--- src/include/nand_host_pkg.sv ---
// Package with constants for the NAND flash host controller
package nand_host_pkg;
	// Clock period in ns
	localparam int CLK_PERIOD_NS = 10;
	// Pin timing figures in ns
	localparam int WRITE_PULSE_NS = 12;
	localparam int WRITE_HIGH_NS = 10;
	localparam int READ_PULSE_NS = 12;
	localparam int READ_HIGH_NS = 10;
	localparam int READ_ACCESS_NS = 20;
	localparam int WE_TO_RE_NS = 60;
	localparam int WE_TO_BUSY_NS = 100;
	// Cycle counts derived from the figures, least times rounded up
	localparam int WP_CYC = (WRITE_PULSE_NS + CLK_PERIOD_NS - 1) / CLK_PERIOD_NS;
	localparam int WH_CYC = (WRITE_HIGH_NS + CLK_PERIOD_NS - 1) / CLK_PERIOD_NS;
	localparam int RP_CYC = (READ_PULSE_NS + READ_ACCESS_NS + CLK_PERIOD_NS - 1) / CLK_PERIOD_NS;
	localparam int RH_CYC = (READ_HIGH_NS + CLK_PERIOD_NS - 1) / CLK_PERIOD_NS;
	localparam int WHR_CYC = (WE_TO_RE_NS + CLK_PERIOD_NS - 1) / CLK_PERIOD_NS;
	localparam int WB_CYC = (WE_TO_BUSY_NS + CLK_PERIOD_NS - 1) / CLK_PERIOD_NS;
	// Busy limits in us, timeout counts
	localparam int READ_TIME_US = 120;
	localparam int PROG_TIME_US = 700;
	localparam int ERASE_TIME_US = 5000;
	localparam int RESET_TIME_US = 500;
	localparam int CYC_PER_US = 1000 / CLK_PERIOD_NS;
	// Command codes
	localparam logic [7:0] CMD_READ1 = 8'h00;
	localparam logic [7:0] CMD_READ2 = 8'h30;
	localparam logic [7:0] CMD_COPY_RD = 8'h35;
	localparam logic [7:0] CMD_PROG1 = 8'h80;
	localparam logic [7:0] CMD_COPY_PR = 8'h85;
	localparam logic [7:0] CMD_PROG2 = 8'h10;
	localparam logic [7:0] CMD_ERASE1 = 8'h60;
	localparam logic [7:0] CMD_ERASE2 = 8'hd0;
	localparam logic [7:0] CMD_STATUS = 8'h70;
	localparam logic [7:0] CMD_ECC_STATUS = 8'h7a;
	localparam logic [7:0] CMD_RESET = 8'hff;
	// Geometry
	localparam int PAGE_BYTES = 2112;
	localparam int MAX_PARTIAL = 4;
	localparam int ECC_SECTORS = 4;
	// Status byte failure bit
	localparam int STATUS_FAIL_BIT = 1;
	// Register offsets of the control port
	localparam logic [3:0] REG_CTRL = 4'h0;
	localparam logic [3:0] REG_COLUMN = 4'h1;
	localparam logic [3:0] REG_ROW = 4'h2;
	localparam logic [3:0] REG_DATA = 4'h3;
	localparam logic [3:0] REG_STATUS = 4'h4;
	localparam logic [3:0] REG_ECC = 4'h5;
	localparam logic [3:0] REG_COUNT = 4'h6;
	// Operation codes written to the control register
	localparam logic [2:0] OP_READ = 3'h1;
	localparam logic [2:0] OP_PROG = 3'h2;
	localparam logic [2:0] OP_ERASE = 3'h3;
	localparam logic [2:0] OP_RESET = 3'h4;
	localparam logic [2:0] OP_COPY = 3'h5;
	localparam logic [2:0] OP_STATUS = 3'h6;
	localparam logic [2:0] OP_ECC = 3'h7;
	// Bit positions in the control register
	localparam int CTRL_WP_BIT = 8;
	localparam int CTRL_CE_BIT = 9;
	// Bit positions in the status register
	localparam int ST_BUSY_BIT = 0;
	localparam int ST_DONE_BIT = 1;
	localparam int ST_FAIL_BIT = 2;
	localparam int ST_TMO_BIT = 3;
	localparam int ST_ERR_BIT = 4;
	localparam int ST_RBY_BIT = 5;
	localparam int ST_DVALID_BIT = 6;
	localparam int ST_PARTIAL_BIT = 7;
endpackage : nand_host_pkg

--- src/verilog/nand_host_ctrl.sv ---
// Host controller that drives a NAND flash through its pins
//
// Behaviour
// - Command byte sent with command latch high
// - Address bytes sent with address latch high
// - Write protect low blocks program and erase
// - Address sent as four cycles, column first; erase sends two row cycles only
// - At most four partial programs per page; the count restarts whenever a program goes to another row
// - Read all four ECC sector status bytes
// - ECC status only right after ready; the controller sends it whenever started from idle
// - No host drive while memory drives port
// - Copy-back is 00h-35h then 85h-10h
// - Page read is 00h, address, 30h
// - Program confirmed by 10h command
// - Erase is 60h then D0h
// - Strobes stay high during read busy
`timescale 1ns/10ps
module nand_host_ctrl
	import nand_host_pkg::*;
#(
	parameter int TMO_UNIT = CYC_PER_US
) (
	input wire logic sys_clk,
	input wire logic rst,
	input wire logic [3:0] reg_addr,
	input wire logic [15:0] reg_wdata,
	input wire logic reg_wr,
	input wire logic reg_rd,
	output logic [15:0] reg_rdata,
	output logic chip_select_n,
	output logic command_latch,
	output logic address_latch,
	output logic input_strobe_n,
	output logic output_strobe_n,
	output logic write_protect_n,
	input wire logic ready_busy_n,
	input wire logic [7:0] data_port_in,
	output logic [7:0] data_port_out,
	output logic data_port_oe
);
	// Sequencer states, Gray codes in the listed order
	typedef enum logic [3:0] {
		S_IDLE = 4'b0000,
		S_SETUP = 4'b0001,
		S_LOW = 4'b0011,
		S_HIGH = 4'b0010,
		S_WAITB = 4'b0110,
		S_BUSY = 4'b0111,
		S_RLOW = 4'b0101,
		S_RHIGH = 4'b0100,
		S_DONE = 4'b1100
	} state_type;
	// Kind of pin cycle
	typedef enum logic [1:0] {
		K_CMD = 2'h0,
		K_ADDR = 2'h1,
		K_DIN = 2'h2,
		K_DOUT = 2'h3
	} kind_type;
	// All module state
	typedef struct packed {
		state_type st;
		logic [2:0] op;
		logic [4:0] step;
		kind_type kind;
		logic [11:0] col;
		logic [15:0] row;
		logic [7:0] wdata;
		logic wfull;
		logic [7:0] rdata;
		logic dvalid;
		logic [7:0] status;
		logic [31:0] ecc;
		logic [11:0] count;
		logic [31:0] tmo;
		logic [3:0] tcnt;
		logic busy;
		logic done;
		logic fail;
		logic timeout;
		logic err;
		logic wp;
		logic ce;
		logic [2:0] partial;
		logic [15:0] last_row;
		logic [15:0] rdq;
		logic cle;
		logic ale;
		logic we_n;
		logic ostb_n;
		logic oe;
		logic [7:0] dout;
		logic [1:0] rb_sync;
		logic copy; // Program half of a copy-back in progress
		logic [7:0] din_meta; // First flop on the data pins
		logic [7:0] din_sync; // Second flop, the only one read
	} regs_type;

	regs_type r_ff, nxt_r;

	// Busy timeout for an operation in clock cycles
	function automatic logic [31:0] tmo_of(input logic [2:0] op);
		int us;
		us = READ_TIME_US;
		if (op == OP_PROG || op == OP_COPY) us = PROG_TIME_US;
		if (op == OP_ERASE) us = ERASE_TIME_US;
		if (op == OP_RESET) us = RESET_TIME_US;
		return 32'(us * TMO_UNIT);
	endfunction : tmo_of

	// Pin sequence: one step gives kind and byte; last flags end of script
	function automatic logic [10:0] script(input regs_type s);
		logic [7:0] b;
		kind_type k;
		logic fin;
		b = 8'h00;
		k = K_CMD;
		fin = 1'b0;
		unique case (s.op)
			OP_READ, OP_COPY: begin
				unique case (s.step)
					5'd0: b = CMD_READ1;
					5'd1: begin k = K_ADDR; b = s.col[7:0]; end
					5'd2: begin k = K_ADDR; b = {4'h0, s.col[11:8]}; end
					5'd3: begin k = K_ADDR; b = s.row[7:0]; end
					5'd4: begin k = K_ADDR; b = s.row[15:8]; end
					default: begin
						b = (s.op == OP_COPY) ? CMD_COPY_RD : CMD_READ2;
						fin = 1'b1;
					end
				endcase
			end
			OP_PROG: begin
				unique case (s.step)
					5'd0: b = (s.copy) ? CMD_COPY_PR : CMD_PROG1;
					5'd1: begin k = K_ADDR; b = s.col[7:0]; end
					5'd2: begin k = K_ADDR; b = {4'h0, s.col[11:8]}; end
					5'd3: begin k = K_ADDR; b = s.row[7:0]; end
					5'd4: begin k = K_ADDR; b = s.row[15:8]; end
					5'd5: begin k = K_DIN; b = s.wdata; end
					default: begin b = CMD_PROG2; fin = 1'b1; end
				endcase
			end
			OP_ERASE: begin
				unique case (s.step)
					5'd0: b = CMD_ERASE1;
					5'd1: begin k = K_ADDR; b = s.row[7:0]; end
					5'd2: begin k = K_ADDR; b = s.row[15:8]; end
					default: begin b = CMD_ERASE2; fin = 1'b1; end
				endcase
			end
			OP_STATUS, OP_ECC: begin
				if (s.step == 5'd0) begin
					b = (s.op == OP_ECC) ? CMD_ECC_STATUS : CMD_STATUS;
				end else begin
					k = K_DOUT;
					fin = (s.op == OP_STATUS) || (s.step == 5'(ECC_SECTORS));
				end
			end
			default: begin b = CMD_RESET; fin = 1'b1; end
		endcase
		return {fin, k, b};
	endfunction : script

	// Next state
	always_comb begin
		logic [10:0] sc;
		logic go;
		sc = 11'h000;
		go = 1'b0;
		nxt_r = r_ff;
		nxt_r.rb_sync = {r_ff.rb_sync[0], ready_busy_n}; // Two-flop sync
		nxt_r.rdq = 16'h0000;
		sc = script(r_ff);
		// Register writes
		if (reg_wr) begin
			unique case (reg_addr)
				REG_CTRL: begin
					nxt_r.wp = reg_wdata[CTRL_WP_BIT];
					nxt_r.ce = reg_wdata[CTRL_CE_BIT];
					go = (reg_wdata[2:0] != 3'h0) && (r_ff.st == S_IDLE);
				end
				REG_COLUMN: nxt_r.col = reg_wdata[11:0];
				REG_ROW: nxt_r.row = reg_wdata;
				REG_DATA: begin nxt_r.wdata = reg_wdata[7:0]; nxt_r.wfull = 1'b1; end
				default: ;
			endcase
		end
		// Register reads
		if (reg_rd) begin
			unique case (reg_addr)
				REG_CTRL: nxt_r.rdq = {6'h00, r_ff.ce, r_ff.wp, 5'h00, r_ff.op};
				REG_COLUMN: nxt_r.rdq = {4'h0, r_ff.col};
				REG_ROW: nxt_r.rdq = r_ff.row;
				REG_DATA: begin nxt_r.rdq = {8'h00, r_ff.rdata}; nxt_r.dvalid = 1'b0; end
				REG_STATUS: begin
					nxt_r.rdq = {r_ff.status, r_ff.partial == 3'(MAX_PARTIAL), r_ff.dvalid,
						r_ff.rb_sync[1], r_ff.err, r_ff.timeout, r_ff.fail, r_ff.done, r_ff.busy};
					nxt_r.timeout = 1'b0;
					nxt_r.err = 1'b0;
					nxt_r.done = 1'b0; // Done stays until software has seen it
				end
				REG_ECC: nxt_r.rdq = r_ff.ecc[15:0];
				REG_COUNT: nxt_r.rdq = {4'h0, r_ff.count};
				default: nxt_r.rdq = 16'h0000;
			endcase
		end
		// Start of an operation
		if (go) begin
			nxt_r.op = reg_wdata[2:0];
			nxt_r.step = 5'd0;
			nxt_r.count = 12'h000;
			nxt_r.ecc = 32'h0;
			nxt_r.fail = 1'b0;
			nxt_r.done = 1'b0;
			nxt_r.copy = 1'b0;
			nxt_r.st = S_SETUP;
			nxt_r.busy = 1'b1;
			if (reg_wdata[2:0] == OP_PROG || reg_wdata[2:0] == OP_COPY) begin
				if (r_ff.row != r_ff.last_row) nxt_r.partial = 3'h0;
				// Program refused when protected or partial limit spent
				if (!reg_wdata[CTRL_WP_BIT] || (r_ff.row == r_ff.last_row &&
						r_ff.partial == 3'(MAX_PARTIAL))) begin
					nxt_r.st = S_IDLE;
					nxt_r.busy = 1'b0;
					nxt_r.err = 1'b1;
				end
			end
			if (reg_wdata[2:0] == OP_ERASE && !reg_wdata[CTRL_WP_BIT]) begin
				nxt_r.st = S_IDLE;
				nxt_r.busy = 1'b0;
				nxt_r.err = 1'b1;
			end
		end
		// Data pins pass two flops before any logic reads them
		nxt_r.din_meta = data_port_in;
		nxt_r.din_sync = r_ff.din_meta;
		// Pin sequencer
		nxt_r.tcnt = (r_ff.tcnt != 4'h0) ? r_ff.tcnt - 4'h1 : 4'h0;
		unique case (r_ff.st)
			S_IDLE: begin
				nxt_r.cle = 1'b0;
				nxt_r.ale = 1'b0;
			end
			S_SETUP: begin
				if (r_ff.tcnt == 4'h0 && !(sc[9:8] == K_DIN && !r_ff.wfull)) begin
					nxt_r.kind = kind_type'(sc[9:8]);
					nxt_r.cle = (sc[9:8] == K_CMD);
					nxt_r.ale = (sc[9:8] == K_ADDR);
					if (sc[9:8] == K_DOUT) begin
						nxt_r.oe = 1'b0;
						nxt_r.ostb_n = 1'b0;
						nxt_r.tcnt = 4'(RP_CYC);
						nxt_r.st = S_RLOW;
					end else begin
						nxt_r.oe = 1'b1;
						nxt_r.dout = sc[7:0];
						nxt_r.we_n = 1'b0;
						nxt_r.tcnt = 4'(WP_CYC);
						nxt_r.st = S_LOW;
					end
				end
			end
			S_LOW: begin
				if (r_ff.tcnt == 4'h1) begin
					nxt_r.we_n = 1'b1; // Latch edge
					nxt_r.tcnt = 4'(WH_CYC);
					nxt_r.st = S_HIGH;
				end
			end
			S_HIGH: begin
				if (r_ff.tcnt == 4'h1) begin
					nxt_r.oe = 1'b0;
					nxt_r.cle = 1'b0;
					nxt_r.ale = 1'b0;
					if (r_ff.kind == K_DIN) begin
						// A byte written in this very cycle is kept
						if (!(reg_wr && reg_addr == REG_DATA)) nxt_r.wfull = 1'b0;
						nxt_r.count = r_ff.count + 12'h001;
						if (r_ff.count == 12'(PAGE_BYTES - 1)) nxt_r.step = r_ff.step + 5'd1;
					end else begin
						nxt_r.step = r_ff.step + 5'd1;
					end
					if (r_ff.kind == K_DIN && r_ff.wfull == 1'b0) nxt_r.st = S_SETUP;
					if (sc[10]) begin
						nxt_r.tmo = tmo_of(r_ff.op);
						nxt_r.tcnt = 4'(WB_CYC);
						nxt_r.st = S_WAITB;
					end else if (r_ff.op == OP_STATUS || r_ff.op == OP_ECC) begin
						nxt_r.tcnt = 4'(WHR_CYC);
						nxt_r.st = S_SETUP;
					end else begin
						nxt_r.st = S_SETUP;
					end
				end
			end
			S_WAITB: begin
				if (r_ff.tcnt == 4'h0) nxt_r.st = S_BUSY; // Busy shows within tWB
			end
			S_BUSY: begin
				// Strobes held high, waiting for ready
				nxt_r.tmo = r_ff.tmo - 32'h1;
				if (r_ff.rb_sync[1]) begin
					if (r_ff.op == OP_COPY) begin
						// Second half reuses the program path with its own command
						nxt_r.op = OP_PROG;
						nxt_r.copy = 1'b1;
						nxt_r.step = 5'd0;
						nxt_r.st = S_SETUP;
					end else if (r_ff.op == OP_READ) begin
						nxt_r.op = OP_STATUS;
						nxt_r.step = 5'd1;
						nxt_r.count = r_ff.col;
						nxt_r.st = S_DONE;
					end else begin
						nxt_r.st = S_DONE;
					end
					if (r_ff.op == OP_PROG) begin
						nxt_r.partial = r_ff.partial + 3'h1;
						nxt_r.last_row = r_ff.row;
					end
				end else if (r_ff.tmo == 32'h0) begin
					nxt_r.timeout = 1'b1;
					nxt_r.st = S_DONE;
				end
			end
			S_RLOW: begin
				if (r_ff.tcnt == 4'h1) begin
					nxt_r.rdata = r_ff.din_sync;
					nxt_r.dvalid = 1'b1;
					if (r_ff.op == OP_ECC) begin
						nxt_r.ecc = {r_ff.ecc[23:0], r_ff.din_sync};
					end else begin
						nxt_r.status = r_ff.din_sync;
						nxt_r.fail = r_ff.din_sync[STATUS_FAIL_BIT];
					end
					nxt_r.ostb_n = 1'b1;
					nxt_r.tcnt = 4'(RH_CYC);
					nxt_r.st = S_RHIGH;
				end
			end
			S_RHIGH: begin
				if (r_ff.tcnt == 4'h1) begin
					nxt_r.step = r_ff.step + 5'd1;
					nxt_r.count = r_ff.count + 12'h001;
					nxt_r.st = sc[10] ? S_DONE : S_SETUP;
				end
			end
			S_DONE: begin
				nxt_r.busy = 1'b0;
				nxt_r.done = 1'b1;
				nxt_r.st = S_IDLE;
			end
			default: nxt_r.st = S_IDLE;
		endcase
		// Chip select released only when idle and asked, so standby is entered when ready
		if (r_ff.st != S_IDLE) nxt_r.ce = 1'b1;
	end

	// State register
	always_ff @(posedge sys_clk) begin
		if (rst) begin
			r_ff <= '{st: S_IDLE, kind: K_CMD, we_n: 1'b1, ostb_n: 1'b1, default: '0};
		end else begin
			r_ff <= nxt_r;
		end
	end

	// Outputs
	assign reg_rdata = r_ff.rdq;
	assign chip_select_n = ~r_ff.ce;
	assign command_latch = r_ff.cle;
	assign address_latch = r_ff.ale;
	assign input_strobe_n = r_ff.we_n;
	assign output_strobe_n = r_ff.ostb_n;
	assign write_protect_n = r_ff.wp;
	assign data_port_out = r_ff.dout;
	assign data_port_oe = r_ff.oe;
endmodule : nand_host_ctrl

--- config.mk ---
export PLATFORM = sky130hd
export DESIGN_NAME = nand_host_ctrl
export DESIGN_NICKNAME = d
export VERILOG_FILES = /design/src/include/nand_host_pkg.sv /design/src/verilog/nand_host_ctrl.sv
export SDC_FILE = /design/constraint.sdc
export NUM_CORES = 1
export LEC_CHECK = 0
export ABC_AREA = 1
export ABC_CLOCK_PERIOD_IN_PS = 4000
export BUFFER_PORTS_ARGS = -buffer_cell sky130_fd_sc_hd__buf_2
export CORE_ASPECT_RATIO = 0.7
export CORE_MARGIN = 8
export CORE_UTILIZATION = 62
export CTS_CLUSTER_DIAMETER = 30
export DETAILED_ROUTE_END_ITERATION = 10
export PLACE_DENSITY = 0.81
export SLEW_MARGIN = 20
export SYNTH_ARGS = -nofsm -noshare
export SYNTH_HDL_FRONTEND = slang
export SYNTH_SLANG_ARGS = --single-unit
--- constraint.sdc ---
create_clock -name sys_clk -period 4 [get_ports sys_clk]
set_input_delay 0.4 -clock sys_clk [delete_from_list [all_inputs] [get_ports sys_clk]]
set_output_delay 0.4 -clock sys_clk [all_outputs]
set_load 0.03 [all_outputs]
======== Word level (Yosys, flattened, before mapping) ========
Cells that the tools add are included.
cells by class
  add/sub/neg operators ................... 5
  $mul .................................... 1
  eq/ne operators ......................... 45
  muxes and demuxes ....................... 125
  bitwise logic cells ..................... 4
  reduce and logical (&&, ||, !) cells .... 58
operators by type and width
  operator               number
  $mux 32                7
  $pmux 16 s7            1
  $mux 12                7
  $mux 41                2
  $mux 4                 16
  $pmux 32 s2            1
  $mux 19                3
  $mux 48                1
  $pmux 8 s6             1
  $mux 1                 46
  $mux 44                1
  $pmux 8 s5             1
  $pmux 12 s3            1
  $logic_not 32->1       1
  $mul 32x6->30 const B  1
  $mux 8                 4
  $pmux 4 s8             1
  $pmux 8 s4             1
  $sub 32x1->32 const B  1
  $eq 4x3->1 const B     7
  $mux 3                 9
  $pmux 8 s3             1
  $mux 5                 4
  $eq 3x3->1 const B     6
  other kinds (47)       114
word-level totals
  register bits after elaboration ......... 222
  input port bits ......................... 33
  output and inout bits ................... 31
  word-level logic and storage cells ...... 273

======== Longest topological paths before layout ========
  word-level depth ........................ 12
  mapped depth ............................ 22
  mapped depth without buffers ............ 22

======== Worst setup path after synthesis ========
Ideal clock, no wire load.
  kind .................................... reg2reg
  from .................................... register r_ff[215] (netlist bit)
  to ...................................... register r_ff[88] (netlist bit)
  setup time .............................. 0.070 ns
  arrival time ............................ 2.985 ns
  required time ........................... 3.930 ns
  path slack .............................. 0.945 ns
  stages on the path, launching flop included .. 15
  buffers on the path ..................... 0
  clock period less this slack ............ 3.055 ns
  cells stage by stage .................... dfxtp_1 > nand2_1 > nor2_1 > nor2_1 > inv_1 > nor2_1 > fa_1 > inv_1 > ha_1 > ha_1 > inv_1 > fa_1 > o22ai_1 > nand3_1 > a21oi_1
on the way
  cells in the longest elaborated chain, start to end .. 12
  elaborated cells between the ends (all ways) .. 25
  classes of those cells .................. mul: 1; eq/ne: 8; mux: 11; reduce/logical: 5
RTL lines
  what                                      line                                          RTL
  start: declaration                        nand_host_ctrl.sv:99                          regs_type r_ff, nxt_r;
  start signal: assignment                  nand_host_ctrl.sv:365                         r_ff <= nxt_r;
  $eq 3x2->1 or $eq 3x3->1 (tied branches)  nand_host_ctrl.sv:105, nand_host_ctrl.sv:119
  $logic_or 1x1->1                          nand_host_ctrl.sv:105                         if (op == OP_PROG || op == OP_COPY) us = PROG_TIME_US;
  $mux 10                                   nand_host_ctrl.sv:105
  $mux 32                                   nand_host_ctrl.sv:106                         if (op == OP_ERASE) us = ERASE_TIME_US;
  $mux 32                                   nand_host_ctrl.sv:107                         if (op == OP_RESET) us = RESET_TIME_US;
  $mux 32                                   nand_host_ctrl.sv:285                         if (sc[10]) begin
  $mux 32                                   nand_host_ctrl.sv:272                         if (r_ff.tcnt == 4'h1) begin
  $mux 32                                   nand_host_ctrl.sv:240                         unique case (r_ff.st)
  $mul 32x6->30                             nand_host_ctrl.sv:108                         return 32'(us * TMO_UNIT);
  $mux 32                                   nand_host_ctrl.sv:285
  $mux 48                                   nand_host_ctrl.sv:272
  $pmux 32 s2                               nand_host_ctrl.sv:240
Parallel ways exist; a longest one is shown, timed or not. The select of a mux whose other input is x is not followed.
A chain may end at the register's enable or synchronous reset.

======== Final worst setup path ========
Ends and elaborated chain as after synthesis.

==> summary.md <==
| Metric | Value |
|---|---|
| Status | complete, no violations |
| Pleak | 5.699 nW |
| Pwr Density | 479.3 nW/µm² |
| Seq/Total Area, Yosys | 0.3684 |
| Max-Cap Viols | 0 |
| Post-DP HPWL | 25800 µm |
| Hold Buf Count CTS | 0 |
| Post-synthesis mux area share | 0 |
| Max Freq | 0.2828 GHz |
| Crit-path cells | nand2_1, nor2_1, nor2_2, inv_1, nor2_1, fa_1, inv_1, ha_1, ha_1, inv_1, fa_1, o22ai_1, nand3_1, a21oi_1 |
| Num rows | 41 |
| DR vias | 11610 |
| Die width | 176.6 µm |
| Largest net degree at the start of global routing | 86 |
| Count of input and output buffers | 63 |
| Hold Fails Final Rpt | 0 |
| TritonCTS Buffers | 39 |
| Mapped Nets | 1742 |
| Placed Instances | 1904 |
| Startpoint types | register |
| Min Tclk post-route | 3536 ps |
| Endpoints failing setup | 0 |
| Synth Area in Adders | 0.03599 |
| GRT Util Overall | 0.3086 |
| # H-tree levels | 2 |
| Core region area | 17850 µm² |
| GRT Residual Overflow | 0 |
| Max incr delay on CP | 540 ps |
| Worst Path Max Fanout | 8 |
| Unique masters post-synth | 50 |
| DRC | 0 |
| Routed len/inst | 18.09 µm |
| Area of the multi-input gates | 5683 µm² |
| IO Count | 64 |
| Share of layout cells above drive strength 1 | 0.1075 |
| VDD IR max | 0.0003907 V |
| Number of fill cells | 1517 |
| Detail Route Antenna Nets | 0 |
| Filler-free cell count of the finished design | 1975 |
| Via density | 5.878 |
| Most common flop cell mapped by yosys | dfxtp_1 |
| Diode count | 0 |
| Initial antenna violation count | 0 |
| Period utilization | 0.8839 |
| Largest family of logic cells by synthesized area | simple AND/OR/NAND/NOR gates |
| Post-CTS setup buffers | 0 |
| Simple-gate share of the synthesized area | 0.2538 |
| Synthesized area per cell | 6.672 µm² |
| CTS max path bufs | 3 |
| Total power | 6.160 mW |
| Worst hold path type | input pin to register |
| Fraction of registers with async set/reset | 0 |
| Final Skew | 26.34 ps |
| Vias in the first global route | 10470 |
| Post-Syn Instances | 1678 |
| Crit. End Element | register |
| Area Growth Syn to Fin | 14.80% |
| Slowest stage cell, crit path | fa_1 |
| Fin nets | 1773 |
| Final hold slack | 89.82 ps |
| Chip height | 128.4 µm |
| Sum Neg Setup Slack | 0 ps |
| Starting density of the core | 0.6271 |
| TritonRoute pass-1 iters | 8 |
| Xor and xnor fraction of the mapped netlist area | 0.01017 |
| Mapped Area | 11200 µm² |
| Reg area | 4124 µm² |
| Cell family with most CP delay | adder cells |
| Global-route wire length before repair | 56440 µm |
| Worst Tran Pin Value | 1048 ps |
| CTS resizes | 0 |
| Fin. max-slew vios | 0 |
| EDFF count, synth | 0 |
| GPL Wtd Cong | 0.9792 |
| Root buffer cell | clkbuf_16 |
| Compound-Gate Fraction of Synth Area | 0.2066 |
| Slew HR | 0.2999 |
| YS warnings | 0 |
| Routed WL | 35730 µm |
| CTS tree | yes |
| CTS sink count | 206 |
| Synth Register Bits | 206 |
| CP Data Arrival Time | 3970 ps |
| RSZ-0062 raised after global routing | false |
| Critical path class | register to register |
| Die area | 22680 µm² |
| Critical Path RT | 4430 ps |
| Clock transition at path regs | 50 ps |
| Worst Path Buf+Inv | 3 |
| Critical Path Most Common Cell | inv_1 |
| Iter 0 DRT Violations | 1588 |
| Clock latency on the worst-skew pair | 520 ps |
## worst paths after layout
check	cells past startpoint	start	slack (ps)	to
setup / recovery	14	r_ff[215]	460	r_ff[88]
hold / removal	3	data_port_in[5]	90	nxt_r[5]
setup reg to reg	14	r_ff[215]	460	r_ff[88]
hold reg to reg	2	nxt_r[4]	400	r_ff[4]
## placed cells by master (no fill, tap or decap), drive strengths merged, types with 4 or more instances in the layout
master and n:
or2 10, dfxtp 206, nand2 316, a21oi 170, buf 70, o22ai 47
bufinv 5, nand4 15, nor2 206, a2111oi 6, nor4 4, a211oi 10
clkbuf 49, nand3 88, clkinv 9, o211ai 8, o21ai 148, a31oi 10
o21a 8, inv 264, xor2 10, ha 29, nor3 24
## cells by family (layout without fill, tap and decap cells)
family | after synthesis | in the layout
DFF | 206 | 206
buffers and inverters | 339 | 400
adders and majority gates | 31 | 31
xor gates and xnor gates | 13 | 13
and+or+nand+nor | 668 | 668
AOI/OAI and AO/OA | 420 | 420
other | 1 | 1
## where the power goes
group / internal, mW / switching (mW)
combinational: 0.176 / 0.409
sequential: 2.10 / 0.0260
clock: 2.32 / 1.14
total: 4.59 / 1.57
## registers in the layout (all words and copies together) (netlist names), 8 cells and up
| name | flops |
|---|---|
| r_ff | 167 |
| reg_rdata | 16 |
| data_port_out | 8 |
| nxt_r | 9 |
## per-stage QoR
stage / cell area, µm² / util / setup WS (ps)
4_1_cts: 12840 / 0.7195 / 406.1
2_1_floorplan: 11200 / - / 944.7
5_1_grt: 12850 / 0.7199 / 132.8
3_3_place_gp: 11450 / 0.6412 / 579.0
6_report: 12850 / 0.7199 / 464.3
3_5_place_dp: 11450 / 0.6412 / 459.8
## synthesized netlist by cell type, types with 2 or more instances
library cell  number  area share
o221ai_1           3      0.0023
nor3_1            22      0.0098
buf_2              3      0.0013
or2_2              8      0.0045
nand2_1          309        0.10
nor4_1             4      0.0022
a2111oi_0          6      0.0047
a31oi_1           10      0.0056
nor2_2             8      0.0045
xor2_1            10      0.0078
a31o_2             2      0.0016
inv_1            250       0.084
nand3_1           83       0.037
o21ai_1            6      0.0027
ha_1              29       0.032
buf_6              2      0.0020
nand3b_1           3      0.0020
o32ai_1            2      0.0016
fa_1               2      0.0036
nor2_4             2      0.0020
o22ai_1           47       0.026
nand2_2            6      0.0034
a21oi_1          169       0.076
inv_2              9      0.0030
clkbuf_1          42       0.014
or2_1              2      0.0011
o211ai_1           8      0.0054
buf_4             28       0.019
a211oi_1          10      0.0067
buf_1              5      0.0017
xnor2_1            3      0.0023
nor2_1           196       0.066
nand4_1           15      0.0084
dfxtp_1          206        0.37
o21ai_0          142       0.063
o21a_1             8      0.0054
nand3_2            5      0.0045
## area by class of cell
class | count | area share
clock inverter | 22 | 0.02190
clock buffer | 49 | 0.08684
timing repair buffer | 70 | 0.02960
multi-input combinational | 1133 | 0.4422
inverter | 259 | 0.07564
sequential | 206 | 0.3209
tap | 236 | 0.02298
## worst min-delay path, stage by stage
cell and delay, ps:
buf_2 70, inv_1 30, nor2_1 60
## per-layer routing
layer  part of all wire  wire (µm)  global-route usage
met3               0.13       4676             0.09102
met4              0.023        812             0.08231
met5                  0          0                   0
met2               0.40      14320              0.4374
met1               0.45      15910              0.4463
No activity file was read; power rests on OpenSTA's default activity.
